File: src/verilog/amp_ctrl_pkg.sv
// constants shared by the amplifier wake and status logic
`default_nettype none
package amp_ctrl_pkg;
  // register byte offsets
  localparam logic [7:0] ctrl_off = 8'h00;
  localparam logic [7:0] status_off = 8'h04;
  localparam logic [7:0] irq_status_off = 8'h08;
  localparam logic [7:0] irq_mask_off = 8'h0C;
  localparam logic [7:0] amp_warn_off = 8'h10;
  localparam logic [7:0] supply_warn_off = 8'h14;
  localparam logic [7:0] temp_off = 8'h18;
  localparam logic [7:0] temp_floor_off = 8'h1C;
  // ctrl bit positions
  localparam int ctrl_standby_bit = 0;
  localparam int ctrl_checks_bit = 1;
  // irq bit positions
  localparam int irq_thermal_bit = 0;
  localparam int irq_oc1_bit = 1;
  localparam int irq_oc2_bit = 2;
  localparam int irq_wake_bit = 3;
  localparam int irq_fault_bit = 4;
  localparam int irq_width = 5;
  // reset values
  localparam logic [31:0] ctrl_reset = 32'h0000_0001;
  localparam logic [31:0] warn_reset = 32'h0000_00FF;
  localparam logic [31:0] floor_reset = 32'h0000_0000;
  // times in ns and clock cycles at 200 MHz
  localparam int clk_period_ns = 5;
  localparam int oc_pulse_ns = 50000;
  localparam int oc_pulse_cycles = (oc_pulse_ns + clk_period_ns - 1)
                                   / clk_period_ns;
  localparam int standby_release_cycles = 64;
  localparam int on_release_cycles = 64;
  localparam int audio_hold_cycles = 1000000;
  // response codes
  localparam logic [1:0] resp_okay = 2'b00;
  localparam logic [1:0] resp_slverr = 2'b10;
endpackage : amp_ctrl_pkg
`default_nettype wire

File: src/verilog/oc_stretch.sv
// overcurrent pulse stretcher for one channel
`timescale 1ns/1ps
`default_nettype none
module oc_stretch #(
  parameter int min_cycles = 10000
) (
  // clock and reset
  input wire logic aclk,
  input wire logic aresetn,
  // limiter event and stretched active-low flag
  input wire logic event_in,
  output logic flag_n
);
  localparam int cw = $clog2(min_cycles + 1);
  logic [cw-1:0] count;

  // restarts on every event so the flag stays low at least min_cycles
  always_ff @(posedge aclk) begin
    if (!aresetn) begin
      count <= '0;
    end else if (event_in) begin
      count <= cw'(min_cycles);
    end else if (count != '0) begin
      count <= count - 1'b1;
    end
  end

  always_ff @(posedge aclk) begin
    if (!aresetn) begin
      flag_n <= 1'b1;
    end else begin
      flag_n <= !(event_in || count > cw'(1));
    end
  end
endmodule : oc_stretch
`default_nettype wire

File: src/verilog/amp_wake_and_status_flags.sv
// wake control, status flags and temperature report with axi4-lite regs
// Notes on behaviour
// - thermal alert low when either threshold reached
// - thermal alert releases itself when cooled
// - per-channel active-low overcurrent flag on events
// - overcurrent flags stretched to minimum width
// - single-channel build never drives channel two
// - trigger high wakes device from standby
// - audio detection wakes when trigger low
// - audio hold timer restarts on each detection
// - running hold timer overrides standby request
// - reported temperature is maximum of sensors
// - readings below floor clamp to floor
// - temperature keeps updating during thermal shutdown
// - standby flag low in standby, delayed release
// - on flag goes low immediately on wake
// - on flag release delayed on power down
// - amp ok low after checks, released on fault
//
// The register addresses and the AXI4-Lite register port were left to the implementer.
`timescale 1ns/1ps
`default_nettype none
module amp_wake_and_status_flags #(
  parameter int two_channels = 1,
  parameter int n_sensors = 4,
  parameter int temp_width = 8,
  parameter int oc_cycles = amp_ctrl_pkg::oc_pulse_cycles,
  parameter int hold_cycles = amp_ctrl_pkg::audio_hold_cycles,
  parameter int standby_indicator_n_rel_cycles = amp_ctrl_pkg::standby_release_cycles,
  parameter int on_rel_cycles = amp_ctrl_pkg::on_release_cycles
) (
  // clock and reset
  input wire logic aclk,
  input wire logic aresetn,
  // axi4-lite write address and data
  input wire logic awvalid,
  output logic awready,
  input wire logic [7:0] awaddr,
  input wire logic wvalid,
  output logic wready,
  input wire logic [31:0] wdata,
  input wire logic [3:0] wstrb,
  // axi4-lite write response
  output logic bvalid,
  input wire logic bready,
  output logic [1:0] bresp,
  // axi4-lite read
  input wire logic arvalid,
  output logic arready,
  input wire logic [7:0] araddr,
  output logic rvalid,
  input wire logic rready,
  output logic [31:0] rdata,
  output logic [1:0] rresp,
  // wake inputs
  input wire logic standby_in,
  input wire logic trigger_in,
  input wire logic audio_presence_input,
  // sensor readings and fault inputs
  input wire logic [n_sensors*temp_width-1:0] amp_temps,
  input wire logic [temp_width-1:0] supply_temp,
  input wire logic ch1_limit_event,
  input wire logic ch2_limit_event,
  input wire logic amp_fault,
  // status outputs
  output logic thermal_alert_n,
  output logic ch1_overcurrent_n,
  output logic ch2_overcurrent_n,
  output logic ch2_overcurrent_oe,
  output logic standby_indicator_n,
  output logic on_indicator_n,
  output logic amp_ok_n,
  output logic [temp_width-1:0] temp_report,
  output logic irq
);
  typedef enum logic [1:0] {
    st_standby = 2'b00,
    st_starting = 2'b01,
    st_on = 2'b10,
    st_stopping = 2'b11
  } mode_e;

  localparam int hw = $clog2(hold_cycles + 1);
  localparam int dw = $clog2(standby_indicator_n_rel_cycles + on_rel_cycles + 2);

  mode_e mode;
  logic [31:0] ctrl;
  logic [temp_width-1:0] amp_warn_threshold;
  logic [temp_width-1:0] supply_warn_threshold;
  logic [temp_width-1:0] temp_floor;
  logic [amp_ctrl_pkg::irq_width-1:0] irq_status;
  logic [amp_ctrl_pkg::irq_width-1:0] irq_mask;
  logic [2:0] sync_a;
  logic [2:0] sync_b;
  logic standby_s;
  logic trigger_s;
  logic audio_s;
  logic [hw-1:0] hold;
  logic [dw-1:0] delay;
  logic wake;
  logic amp_max_hot;
  logic [temp_width-1:0] amp_max;
  logic [temp_width-1:0] next_temp;
  logic ch1_flag_n;
  logic ch2_flag_n;
  logic ch1_prev;
  logic ch2_prev;
  logic thermal_prev;
  logic fault_prev;
  logic [7:0] aw_addr_q;
  logic aw_held;
  logic [31:0] w_data_q;
  logic [3:0] w_strb_q;
  logic w_held;
  logic do_write;
  logic [amp_ctrl_pkg::irq_width-1:0] irq_events;
  logic [amp_ctrl_pkg::irq_width-1:0] irq_clear;

  // two-stage synchronisers; only stage two is read
  always_ff @(posedge aclk) begin
    if (!aresetn) begin
      sync_a <= 3'h0;
      sync_b <= 3'h0;
    end else begin
      sync_a <= {audio_presence_input, trigger_in, standby_in};
      sync_b <= sync_a;
    end
  end
  assign standby_s = sync_b[0] | ctrl[amp_ctrl_pkg::ctrl_standby_bit];
  assign trigger_s = sync_b[1];
  assign audio_s = sync_b[2];

  // hold timer restarted by each detection, trigger takes precedence
  always_ff @(posedge aclk) begin
    if (!aresetn) begin
      hold <= '0;
    end else if (audio_s && !trigger_s) begin
      hold <= hw'(hold_cycles);
    end else if (hold != '0) begin
      hold <= hold - 1'b1;
    end
  end

  // awake when standby not requested, trigger high, or audio held
  assign wake = !standby_s || trigger_s
                || (audio_s && !trigger_s) || hold != '0;

  always_ff @(posedge aclk) begin
    if (!aresetn) begin
      mode <= st_standby;
      delay <= '0;
    end else begin
      case (mode)
        st_standby: if (wake) begin
          mode <= st_starting;
          delay <= dw'(standby_indicator_n_rel_cycles);
        end
        st_starting: if (!wake) begin
          mode <= st_stopping;
          delay <= dw'(on_rel_cycles);
        end else if (delay <= dw'(1)) begin
          mode <= st_on;
        end else begin
          delay <= delay - 1'b1;
        end
        st_on: if (!wake) begin
          mode <= st_stopping;
          delay <= dw'(on_rel_cycles);
        end
        st_stopping: if (wake) begin
          mode <= st_starting;
          delay <= dw'(standby_indicator_n_rel_cycles);
        end else if (delay <= dw'(1)) begin
          mode <= st_standby;
        end else begin
          delay <= delay - 1'b1;
        end
        default: mode <= st_standby;
      endcase
    end
  end

  // standby flag stays low until the release delay expires
  always_ff @(posedge aclk) begin
    if (!aresetn) begin
      standby_indicator_n <= 1'b0;
      on_indicator_n <= 1'b1;
      amp_ok_n <= 1'b1;
    end else begin
      standby_indicator_n <= (mode == st_on);
      on_indicator_n <= !(mode != st_standby);
      amp_ok_n <= !(mode == st_on
                    && ctrl[amp_ctrl_pkg::ctrl_checks_bit] && !amp_fault);
    end
  end

  // hottest amplifier sensor
  always_comb begin
    amp_max = amp_temps[temp_width-1:0];
    amp_max_hot = 1'b0;
    for (int i = 1; i < n_sensors; i++) begin
      if (amp_temps[i*temp_width +: temp_width] > amp_max) begin
        amp_max = amp_temps[i*temp_width +: temp_width];
      end
    end
    next_temp = (supply_temp > amp_max) ? supply_temp : amp_max;
    if (next_temp < temp_floor) begin
      next_temp = temp_floor;
    end
    amp_max_hot = amp_max >= amp_warn_threshold;
  end

  // no gating by fault or mode: reading keeps updating in shutdown
  always_ff @(posedge aclk) begin
    if (!aresetn) begin
      temp_report <= '0;
      thermal_alert_n <= 1'b1;
    end else begin
      temp_report <= next_temp;
      thermal_alert_n <= !(amp_max_hot
                           || supply_temp >= supply_warn_threshold);
    end
  end

  oc_stretch #(.min_cycles(oc_cycles)) u_oc1 (
    .aclk(aclk),
    .aresetn(aresetn),
    .event_in(ch1_limit_event),
    .flag_n(ch1_flag_n)
  );

  oc_stretch #(.min_cycles(oc_cycles)) u_oc2 (
    .aclk(aclk),
    .aresetn(aresetn),
    .event_in(ch2_limit_event && two_channels != 0),
    .flag_n(ch2_flag_n)
  );

  assign ch1_overcurrent_n = ch1_flag_n;
  // single-channel build: pin undriven, enable held low
  assign ch2_overcurrent_n = (two_channels != 0) ? ch2_flag_n : 1'b1;
  assign ch2_overcurrent_oe = (two_channels != 0);

  // edge detect for sticky interrupt sources
  always_ff @(posedge aclk) begin
    if (!aresetn) begin
      ch1_prev <= 1'b1;
      ch2_prev <= 1'b1;
      thermal_prev <= 1'b1;
      fault_prev <= 1'b0;
    end else begin
      ch1_prev <= ch1_flag_n;
      ch2_prev <= ch2_overcurrent_n;
      thermal_prev <= thermal_alert_n;
      fault_prev <= amp_fault;
    end
  end

  always_comb begin
    irq_events = '0;
    irq_events[amp_ctrl_pkg::irq_thermal_bit] = thermal_prev
                                                && !thermal_alert_n;
    irq_events[amp_ctrl_pkg::irq_oc1_bit] = ch1_prev && !ch1_flag_n;
    irq_events[amp_ctrl_pkg::irq_oc2_bit] = ch2_prev && !ch2_overcurrent_n;
    irq_events[amp_ctrl_pkg::irq_wake_bit] = (mode == st_standby) && wake;
    irq_events[amp_ctrl_pkg::irq_fault_bit] = !fault_prev && amp_fault;
  end

  // axi4-lite write: address and data taken independently
  assign awready = !aw_held && !bvalid;
  assign wready = !w_held && !bvalid;
  assign do_write = aw_held && w_held && !bvalid;

  always_ff @(posedge aclk) begin
    if (!aresetn) begin
      aw_held <= 1'b0;
      w_held <= 1'b0;
      aw_addr_q <= 8'h00;
      w_data_q <= 32'h0000_0000;
      w_strb_q <= 4'h0;
      bvalid <= 1'b0;
      bresp <= amp_ctrl_pkg::resp_okay;
    end else begin
      if (awvalid && awready) begin
        aw_held <= 1'b1;
        aw_addr_q <= awaddr;
      end
      if (wvalid && wready) begin
        w_held <= 1'b1;
        w_data_q <= wdata;
        w_strb_q <= wstrb;
      end
      if (do_write) begin
        aw_held <= 1'b0;
        w_held <= 1'b0;
        bvalid <= 1'b1;
        bresp <= (aw_addr_q > amp_ctrl_pkg::temp_floor_off
                  || aw_addr_q[1:0] != 2'b00)
                 ? amp_ctrl_pkg::resp_slverr : amp_ctrl_pkg::resp_okay;
      end else if (bvalid && bready) begin
        bvalid <= 1'b0;
      end
    end
  end

  assign irq_clear = (do_write && aw_addr_q == amp_ctrl_pkg::irq_status_off
                      && w_strb_q[0])
                     ? w_data_q[amp_ctrl_pkg::irq_width-1:0] : '0;

  // set wins over clear in the same cycle
  always_ff @(posedge aclk) begin
    if (!aresetn) begin
      irq_status <= '0;
    end else begin
      irq_status <= (irq_status & ~irq_clear) | irq_events;
    end
  end

  always_ff @(posedge aclk) begin
    if (!aresetn) begin
      ctrl <= amp_ctrl_pkg::ctrl_reset;
      irq_mask <= '0;
      amp_warn_threshold <= temp_width'(amp_ctrl_pkg::warn_reset);
      supply_warn_threshold <= temp_width'(amp_ctrl_pkg::warn_reset);
      temp_floor <= temp_width'(amp_ctrl_pkg::floor_reset);
    end else if (do_write && w_strb_q[0]) begin
      case (aw_addr_q)
        amp_ctrl_pkg::ctrl_off: ctrl <= {30'h0, w_data_q[1:0]};
        amp_ctrl_pkg::irq_mask_off:
          irq_mask <= w_data_q[amp_ctrl_pkg::irq_width-1:0];
        amp_ctrl_pkg::amp_warn_off:
          amp_warn_threshold <= w_data_q[temp_width-1:0];
        amp_ctrl_pkg::supply_warn_off:
          supply_warn_threshold <= w_data_q[temp_width-1:0];
        amp_ctrl_pkg::temp_floor_off:
          temp_floor <= w_data_q[temp_width-1:0];
        default: ;
      endcase
    end
  end

  assign irq = |(irq_status & irq_mask);

  // axi4-lite read: one cycle to rvalid
  assign arready = !rvalid;
  always_ff @(posedge aclk) begin
    if (!aresetn) begin
      rvalid <= 1'b0;
      rdata <= 32'h0000_0000;
      rresp <= amp_ctrl_pkg::resp_okay;
    end else if (arvalid && arready) begin
      rvalid <= 1'b1;
      rresp <= amp_ctrl_pkg::resp_okay;
      case (araddr)
        amp_ctrl_pkg::ctrl_off: rdata <= ctrl;
        amp_ctrl_pkg::status_off: rdata <= {22'h0, amp_ok_n, on_indicator_n,
          standby_indicator_n, ch2_overcurrent_n, ch1_overcurrent_n,
          thermal_alert_n, hold != '0, wake, 2'(mode)};
        amp_ctrl_pkg::irq_status_off: rdata <= 32'(irq_status);
        amp_ctrl_pkg::irq_mask_off: rdata <= 32'(irq_mask);
        amp_ctrl_pkg::amp_warn_off: rdata <= 32'(amp_warn_threshold);
        amp_ctrl_pkg::supply_warn_off: rdata <= 32'(supply_warn_threshold);
        amp_ctrl_pkg::temp_off: rdata <= 32'(temp_report);
        amp_ctrl_pkg::temp_floor_off: rdata <= 32'(temp_floor);
        default: begin
          rdata <= 32'h0000_0000;
          rresp <= amp_ctrl_pkg::resp_slverr;
        end
      endcase
    end else if (rready) begin
      rvalid <= 1'b0;
    end
  end
endmodule : amp_wake_and_status_flags
`default_nettype wire

File: config.mk
export PLATFORM = sky130hd
export DESIGN_NAME = amp_wake_and_status_flags
export DESIGN_NICKNAME = d
export VERILOG_FILES = /design/src/verilog/amp_ctrl_pkg.sv /design/src/verilog/oc_stretch.sv /design/src/verilog/amp_wake_and_status_flags.sv
export SDC_FILE = /design/constraint.sdc
export NUM_CORES = 1
export LEC_CHECK = 0
export ABC_AREA = 1
export BUFFER_PORTS_ARGS = -buffer_cell sky130_fd_sc_hd__buf_4
export CAP_MARGIN = 20
export CORE_MARGIN = 5
export CORE_UTILIZATION = 61
export DETAILED_ROUTE_END_ITERATION = 16
export GPL_TIMING_DRIVEN = 0
export HOLD_SLACK_MARGIN = 0.1
export PLACE_DENSITY = 0.91
export SLEW_MARGIN = 5
export SYNTH_ARGS = -nofsm -noshare
export SYNTH_HDL_FRONTEND = slang
export SYNTH_SLANG_ARGS = --single-unit
File: constraint.sdc
create_clock -name aclk -period 18.4 [get_ports aclk]
set_clock_uncertainty 0.2 [all_clocks]
set_input_delay 3.68 -clock aclk [delete_from_list [all_inputs] [get_ports aclk]]
set_output_delay 3.68 -clock aclk [all_outputs]
set_load 0.05 [all_outputs]
# --- Yosys cells after proc, flatten, opt, wreduce, memory -nomap -nowiden ---
# Index checks and enable logic that the tools add are counted.
word_totals:
  out_inout_bits: 57
  ff_bits: 175
op_classes:
  n_eq_ne: 19
  n_bitwise: 6
  n_lt_le_gt_ge: 11
  add_sub_neg: 4
  n_mux: 32
  reduce_logical: 68
ops:
  columns: ["operator", "count"]
  rows:
  - ["2-to-1 mux 8 bit", 10]
  - ["case mux 10 bit (8 select lines)", 1]
  - ["equality test 8 x 5 -> 1 bit, second input constant", 7]
  - ["2-to-1 mux 14 bit", 4]
  - ["2-to-1 mux 20 bit", 2]
  - ["equality test 8 x 4 -> 1 bit, second input constant", 4]
  - ["> comparator 8 bit", 4]
  - ["case mux 8 bit (4 select lines)", 1]
  - ["> comparator 14 x 1 -> 1 bit, second input constant", 2]
  - ["nonzero test 14 bit", 2]
  - ["subtractor 14 x 1 -> 14 bit, second input constant", 2]
  - ["nonzero test 20 bit", 1]
  - ["subtractor 20 x 1 -> 20 bit, second input constant", 1]
  - ["logical AND 1 bit", 19]
  - ["greater-or-equal comparator 8 bit", 2]
  - ["zero test 1 bit", 16]
  - ["zero test 8 bit", 2]
  - ["2-to-1 mux 2 bit", 8]
  - ["nonzero test 2 bit", 7]
  - ["AND reduction 2 bit", 6]
  - ["AND 5 bit", 2]
  - ["equality test 8 x 3 -> 1 bit, second input constant", 1]
  - ["> comparator 8 x 5 -> 1 bit, second input constant", 1]
  - ["less-or-equal comparator 8 x 1 -> 1 bit, second input constant", 1]
  - ["other kinds (19)", 34]

# --- Longest topological paths before layout ---
logic_depth:
  word_depth: 10
  mapped_depth: 58

# --- Hierarchy ---
# From an unflattened synthesis, not the netlist that was laid out.
hier_totals:
  cells_unflattened: 1251
  area_unflattened_um2: 8762.2
by_module_without_submodules:
  columns: ["module", "instances", "seq_area_each_um2", "cells_each", "area_per_inst_um2"]
  rows:
  - ["amp_wake_and_status_flags", 1, 2422.3, 1020, 7136.8]
  - ["oc_stretch (u_oc2)", 1, 300.3, 115, 813.3]
  - ["oc_stretch (u_oc1)", 1, 300.3, 116, 812.0]

# --- Least setup slack after synthesis ---
# No wires, ideal clock.
synth_path:
  kind: "in2reg"
  from: "input port amp_temps[7]"
  to: "register temp_report[6]"
  t_required_ns: 18.085
  setup_ns: 0.115
  cell_stages: 45
  slack_ns: 8.009
  arrival_time_ns: 10.076
  path_cell_list: "inv_1 ha_1 a21o_1 nor2_1 nand2_2 nand2_4 clkbuf_1 nand2_1 o21ai_0 ha_1 a21oi_1 nor2_1 a211oi_1 nand2_4 nand2_4 clkbuf_1 nand2_1 o21ai_0 (+9 left out) inv_1 ha_1 a21oi_1 nor2_1 a211oi_1 nand2_2 nand2_4 buf_2 nor2_1 a21oi_1 ha_1 nand2_1 nor2_1 a211oi_1 clkbuf_1 nand3_2 nand2_1 nor2_1"
synth_via:
  elab_chain_len: 10
synth_lines:
  columns: ["item", "line", "rtl"]
  rows:
  - ["from (decl)", "amp_wake_and_status_flags.sv:60", "input wire logic [n_sensors*temp_width-1:0] amp_temps,"]
  - ["> comparator 8 bit", "amp_wake_and_status_flags.sv:202", "if (amp_temps[i*temp_width +: temp_width] > amp_max) begin"]
  - ["2-to-1 mux 8 bit (*)", "amp_wake_and_status_flags.sv:202", null]
  - ["> comparator 8 bit", "amp_wake_and_status_flags.sv:202", null]
  - ["2-to-1 mux 8 bit (*)", "amp_wake_and_status_flags.sv:202", null]
  - ["> comparator 8 bit", "amp_wake_and_status_flags.sv:202", null]
  - ["2-to-1 mux 8 bit (*)", "amp_wake_and_status_flags.sv:202", null]
  - ["> comparator 8 bit", "amp_wake_and_status_flags.sv:206", "next_temp = (supply_temp > amp_max) ? supply_temp : amp_max;"]
  - ["2-to-1 mux 8 bit (*)", "amp_wake_and_status_flags.sv:206", null]
  - ["< comparator 8 bit", "amp_wake_and_status_flags.sv:207", "if (next_temp < temp_floor) begin"]
  - ["2-to-1 mux 8 bit (*)", "amp_wake_and_status_flags.sv:207", null]
  - ["to (signal assigned)", "amp_wake_and_status_flags.sv:219", "temp_report <= next_temp;"]
  - ["to (decl)", "amp_wake_and_status_flags.sv:73", "output logic [temp_width-1:0] temp_report,"]
# Every way passes the cells marked *; elsewhere a longest branch is shown, timed or not.
# A chain may end at the register's enable or synchronous reset.

# --- Final worst setup path ---
layout_path:
  from: "input port amp_temps[7]"
  to: "register temp_report[0]"
# Same word-level chain as after synthesis.

==> out/qor.yml <==
logic_synthesis:
  synthCells: 1213
  postSynthAreaPerCell_um2: 7.01
  synthTopCellsByArea: "dfxtp_1, nand2_1, ha_1"
  synth_edf_count: 0
  yosysWarningCount: 0
  synth_ff_type: "dfxtp_1"
  syn_area_mm2: 0.00850
  yosysMostFrequentCell: "nand2_1"
  synth_top_area_cell: "dfxtp_1"
  ys_async_sr_fraction: 0
  synth_cell_types: 46
  ys_seq_area_frac: 0.356
  yosysTopAreaCellShare: 0.356
  ys_ff_latch: 151
  synth_common_cells: "nand2_1, inv_1, dfxtp_1"
pwr:
  ir_worst_vdd_uv: 71.0
  power.switching_mw: 0.520
  p_int_mw: 0.787
  p_per_area_mw_per_mm2: 128
  p_seq_frac: 0.321
  switching_share: 0.398
  share_comb_of_total_power: 0.404
  leakage_nw: 5.17
  p_clk_frac: 0.275
worst_hold_path:
  min_to: "sync_b[2]$_SDFF_PN0_"
  hold_path.class: "flop to flop"
  min_path_cells: 2
  min_from: "sync_a[2]$_SDFF_PN0_"
cells_and_area:
  design_area_mm2: 0.0102
  antennaDiodeCount: 0
  postLayoutCoreUtil: 0.744
  area_growth_pct: 20.5
  drive_above_1_share: 0.143
  layout.cells.non_filler: 1556
  nNetsFinal: 1528
timing:
  min_period_ns: 11.52
  fmax_mhz: 86.8
  tightest_slew_ns: 0.834
  tns_ns: 0
  min_period_over_period: 0.626
  finalSetupViolations: 0
  rsz0062_at_grt: "false"
  slew_violations: 0
  hold_violations: 0
  maxSlewHeadroom: 0.441
die:
  fp.dieW_um: 128
  num_io_pins: 162
  core_mm2: 0.0138
  die_y_um: 128
  die-area_mm2: 0.0164
  row_count: 43
  start_util: 0.617
route:
  first_pass_iters: 8
  antenna_left: 0
  routed_via_density: 5.58
  routedWlPerCell_um: 14.9
  routed_wl_mm: 23.1
  drt_iter0_markers: 995
  vias: 8690
  drc: 0
cts:
  cts_max_path_buffers: 2
  clock_latency_ns: 0.43
  cts.sinks: 151
  clk_pin_slew_ns: 0.06
  cts_tree: "yes"
  cts-buffers-inserted: 17
  cts_resized: 0
  ctsHoldBuffers: 0
  post-cts-setup-buffers: 0
  root_buffer: "clkbuf_16"
  htree_levels: 4
global_routing:
  grt_usage: 0.279
  grt_max_degree: 17
  grt_pass1_wl_mm: 37.1
  antenna_found_initial: 0
  grt_pass1_vias: 8103
  grt_overflow: 0
worst_setup_path:
  cp_data_required_time_ns: 18.56
  r2r_cells: 16
  critical_path_class: "input pin to flop"
  path_buf_inv: 10
  critPathTopFamily: "simple AND/OR/NAND/NOR gates"
  cp_common_cell: "nor2_1"
  critPathMaxFanout: 10
  r2r-start: "hold[0]$_SDFFE_PP0P_"
  arrival_ns: 11.68
  start_kind: "input pin"
  cpPeakStageDelay_ns: 0.66
  crit_slowest_cell: "a211oi_1"
  r2r_end: "delay[2]$_SDFFE_PN0P_"
  crit_path_end_kind: "flop"
  r2r_slack_ns: 15.37
placement:
  place_area_mm2: 0.00963
  dp_cells: 1525
  gp_congestion: 0.959
  portBuffers: 109
  post-dp-hpwl_mm: 17.3
outcome:
  status: "complete, no violations"
job:
  maxCapViolCount: 0
-- power by group through the flow --
| stage | Combinational (mW) | Sequential (mW) | Clock (mW) |
|---|---|---|---|
| after detailed placement | 0.511 | 0.423 | 0 |
| after global routing | 0.597 | 0.425 | 0.376 |
| after floorplan | 0.369 | 0.444 | 0 |
| after CTS | 0.522 | 0.417 | 0.361 |
| after global placement | 0.495 | 0.422 | 0 |
| final | 0.528 | 0.420 | 0.360 |
-- per-stage QoR --
stage / hold WS [ns] / setup WS [ns] / total power [mW]
2_1_floorplan: 0.190 / 8.01 / 0.813
3_3_place_gp: 0.193 / 6.79 / 0.917
3_5_place_dp: 0.200 / 6.61 / 0.934
4_1_cts: 0.215 / 6.97 / 1.30
5_1_grt: 0.243 / 6.09 / 1.40
6_report: 0.213 / 6.88 / 1.31
-- final cells by class --
type,count,area [um2]
buffer,50,299
clock buffer,21,470
clock inverter,10,143
fill,1051,3530
inverter,186,698
multi-input combinational,849,4570
sequential,151,3020
tap,180,225
timing repair buffer,109,818
-- state kept, by name, indices dropped and copies added (netlist names), 2 cells and up --
register               cells
sync_a                     3
aw_addr_q                  8
supply_warn_threshold      8
temp_report                8
u_oc1.count               14
w_data_q                   8
hold                      20
delay                      8
mode                       2
irq_mask                   5
u_oc2.count               14
ctrl                       2
irq_status                 5
sync_b                     3
temp_floor                 8
rdata                     10
amp_warn_threshold         8
-- per-layer routing --
metal,up-vias,wire length [um],track usage
met4,0,1060,0.140
met5,-,0,0
met1,3918,9510,0.350
li1,4246,-,-
met2,436,10500,0.451
met3,90,2080,0.0646
-- worst min-delay path, stage by stage, from the launching register on --
cell,delay [ns]
dfxtp_1,0.30
nand2_1,0.05
inv_1,0.04
-- how the worst max path moves through the flow --
stage | to | slack [ns] | cells past startpoint | start
2_1_floorplan | temp_report[6]$_SDFF_PN0_ | 8.01 | 45 | amp_temps[7]
3_5_place_dp | temp_report[7]$_SDFF_PN0_ | 6.61 | 45 | amp_temps[7]
4_1_cts | temp_report[0]$_SDFF_PN0_ | 6.97 | 44 | amp_temps[7]
3_3_place_gp | temp_report[0]$_SDFF_PN0_ | 6.79 | 45 | amp_temps[5]
5_1_grt | temp_report[0]$_SDFF_PN0_ | 6.09 | 46 | amp_temps[5]
6_report | temp_report[0]$_SDFF_PN0_ | 6.88 | 43 | amp_temps[7]
-- cell usage in the layout, fill, tap and decap left out, types with 5 or more instances in the layout --
| cell type | Yosys | routed |
|---|---|---|
| inv_1 | 183 | 183 |
| o21ai_0 | 99 | 99 |
| nand3_1 | 36 | 36 |
| xnor2_1 | 8 | 8 |
| o211ai_1 | 19 | 19 |
| xor2_1 | 5 | 5 |
| nor2_1 | 131 | 131 |
| dfxtp_1 | 151 | 151 |
| nand2_1 | 228 | 228 |
| nor3_1 | 30 | 30 |
| nand2_4 | 5 | 5 |
| nand2_2 | 10 | 10 |
| buf_4 | 25 | 134 |
| clkbuf_1 | 21 | 22 |
| nor4_1 | 5 | 5 |
| o22ai_1 | 8 | 8 |
| a21oi_1 | 96 | 96 |
| ha_1 | 59 | 59 |
| clkbuf_16 | 0 | 17 |
| nand3b_1 | 8 | 8 |
| a31oi_1 | 16 | 16 |
| a211oi_1 | 10 | 10 |
| a221oi_1 | 7 | 7 |
| nand4_1 | 7 | 7 |
| conb_1 | 2 | 25 |
-- logic make-up after synthesis --
logic type,after synthesis,share of synthesized area
other cells,2,0.000883
compound gates,274,0.183
mux,1,0.00118
fa+ha+maj,59,0.0868
simple gates,477,0.242
flops,151,0.356
xor+xnor,13,0.0134
buf+inv,236,0.117
Power figures use the tool's default switching activity.
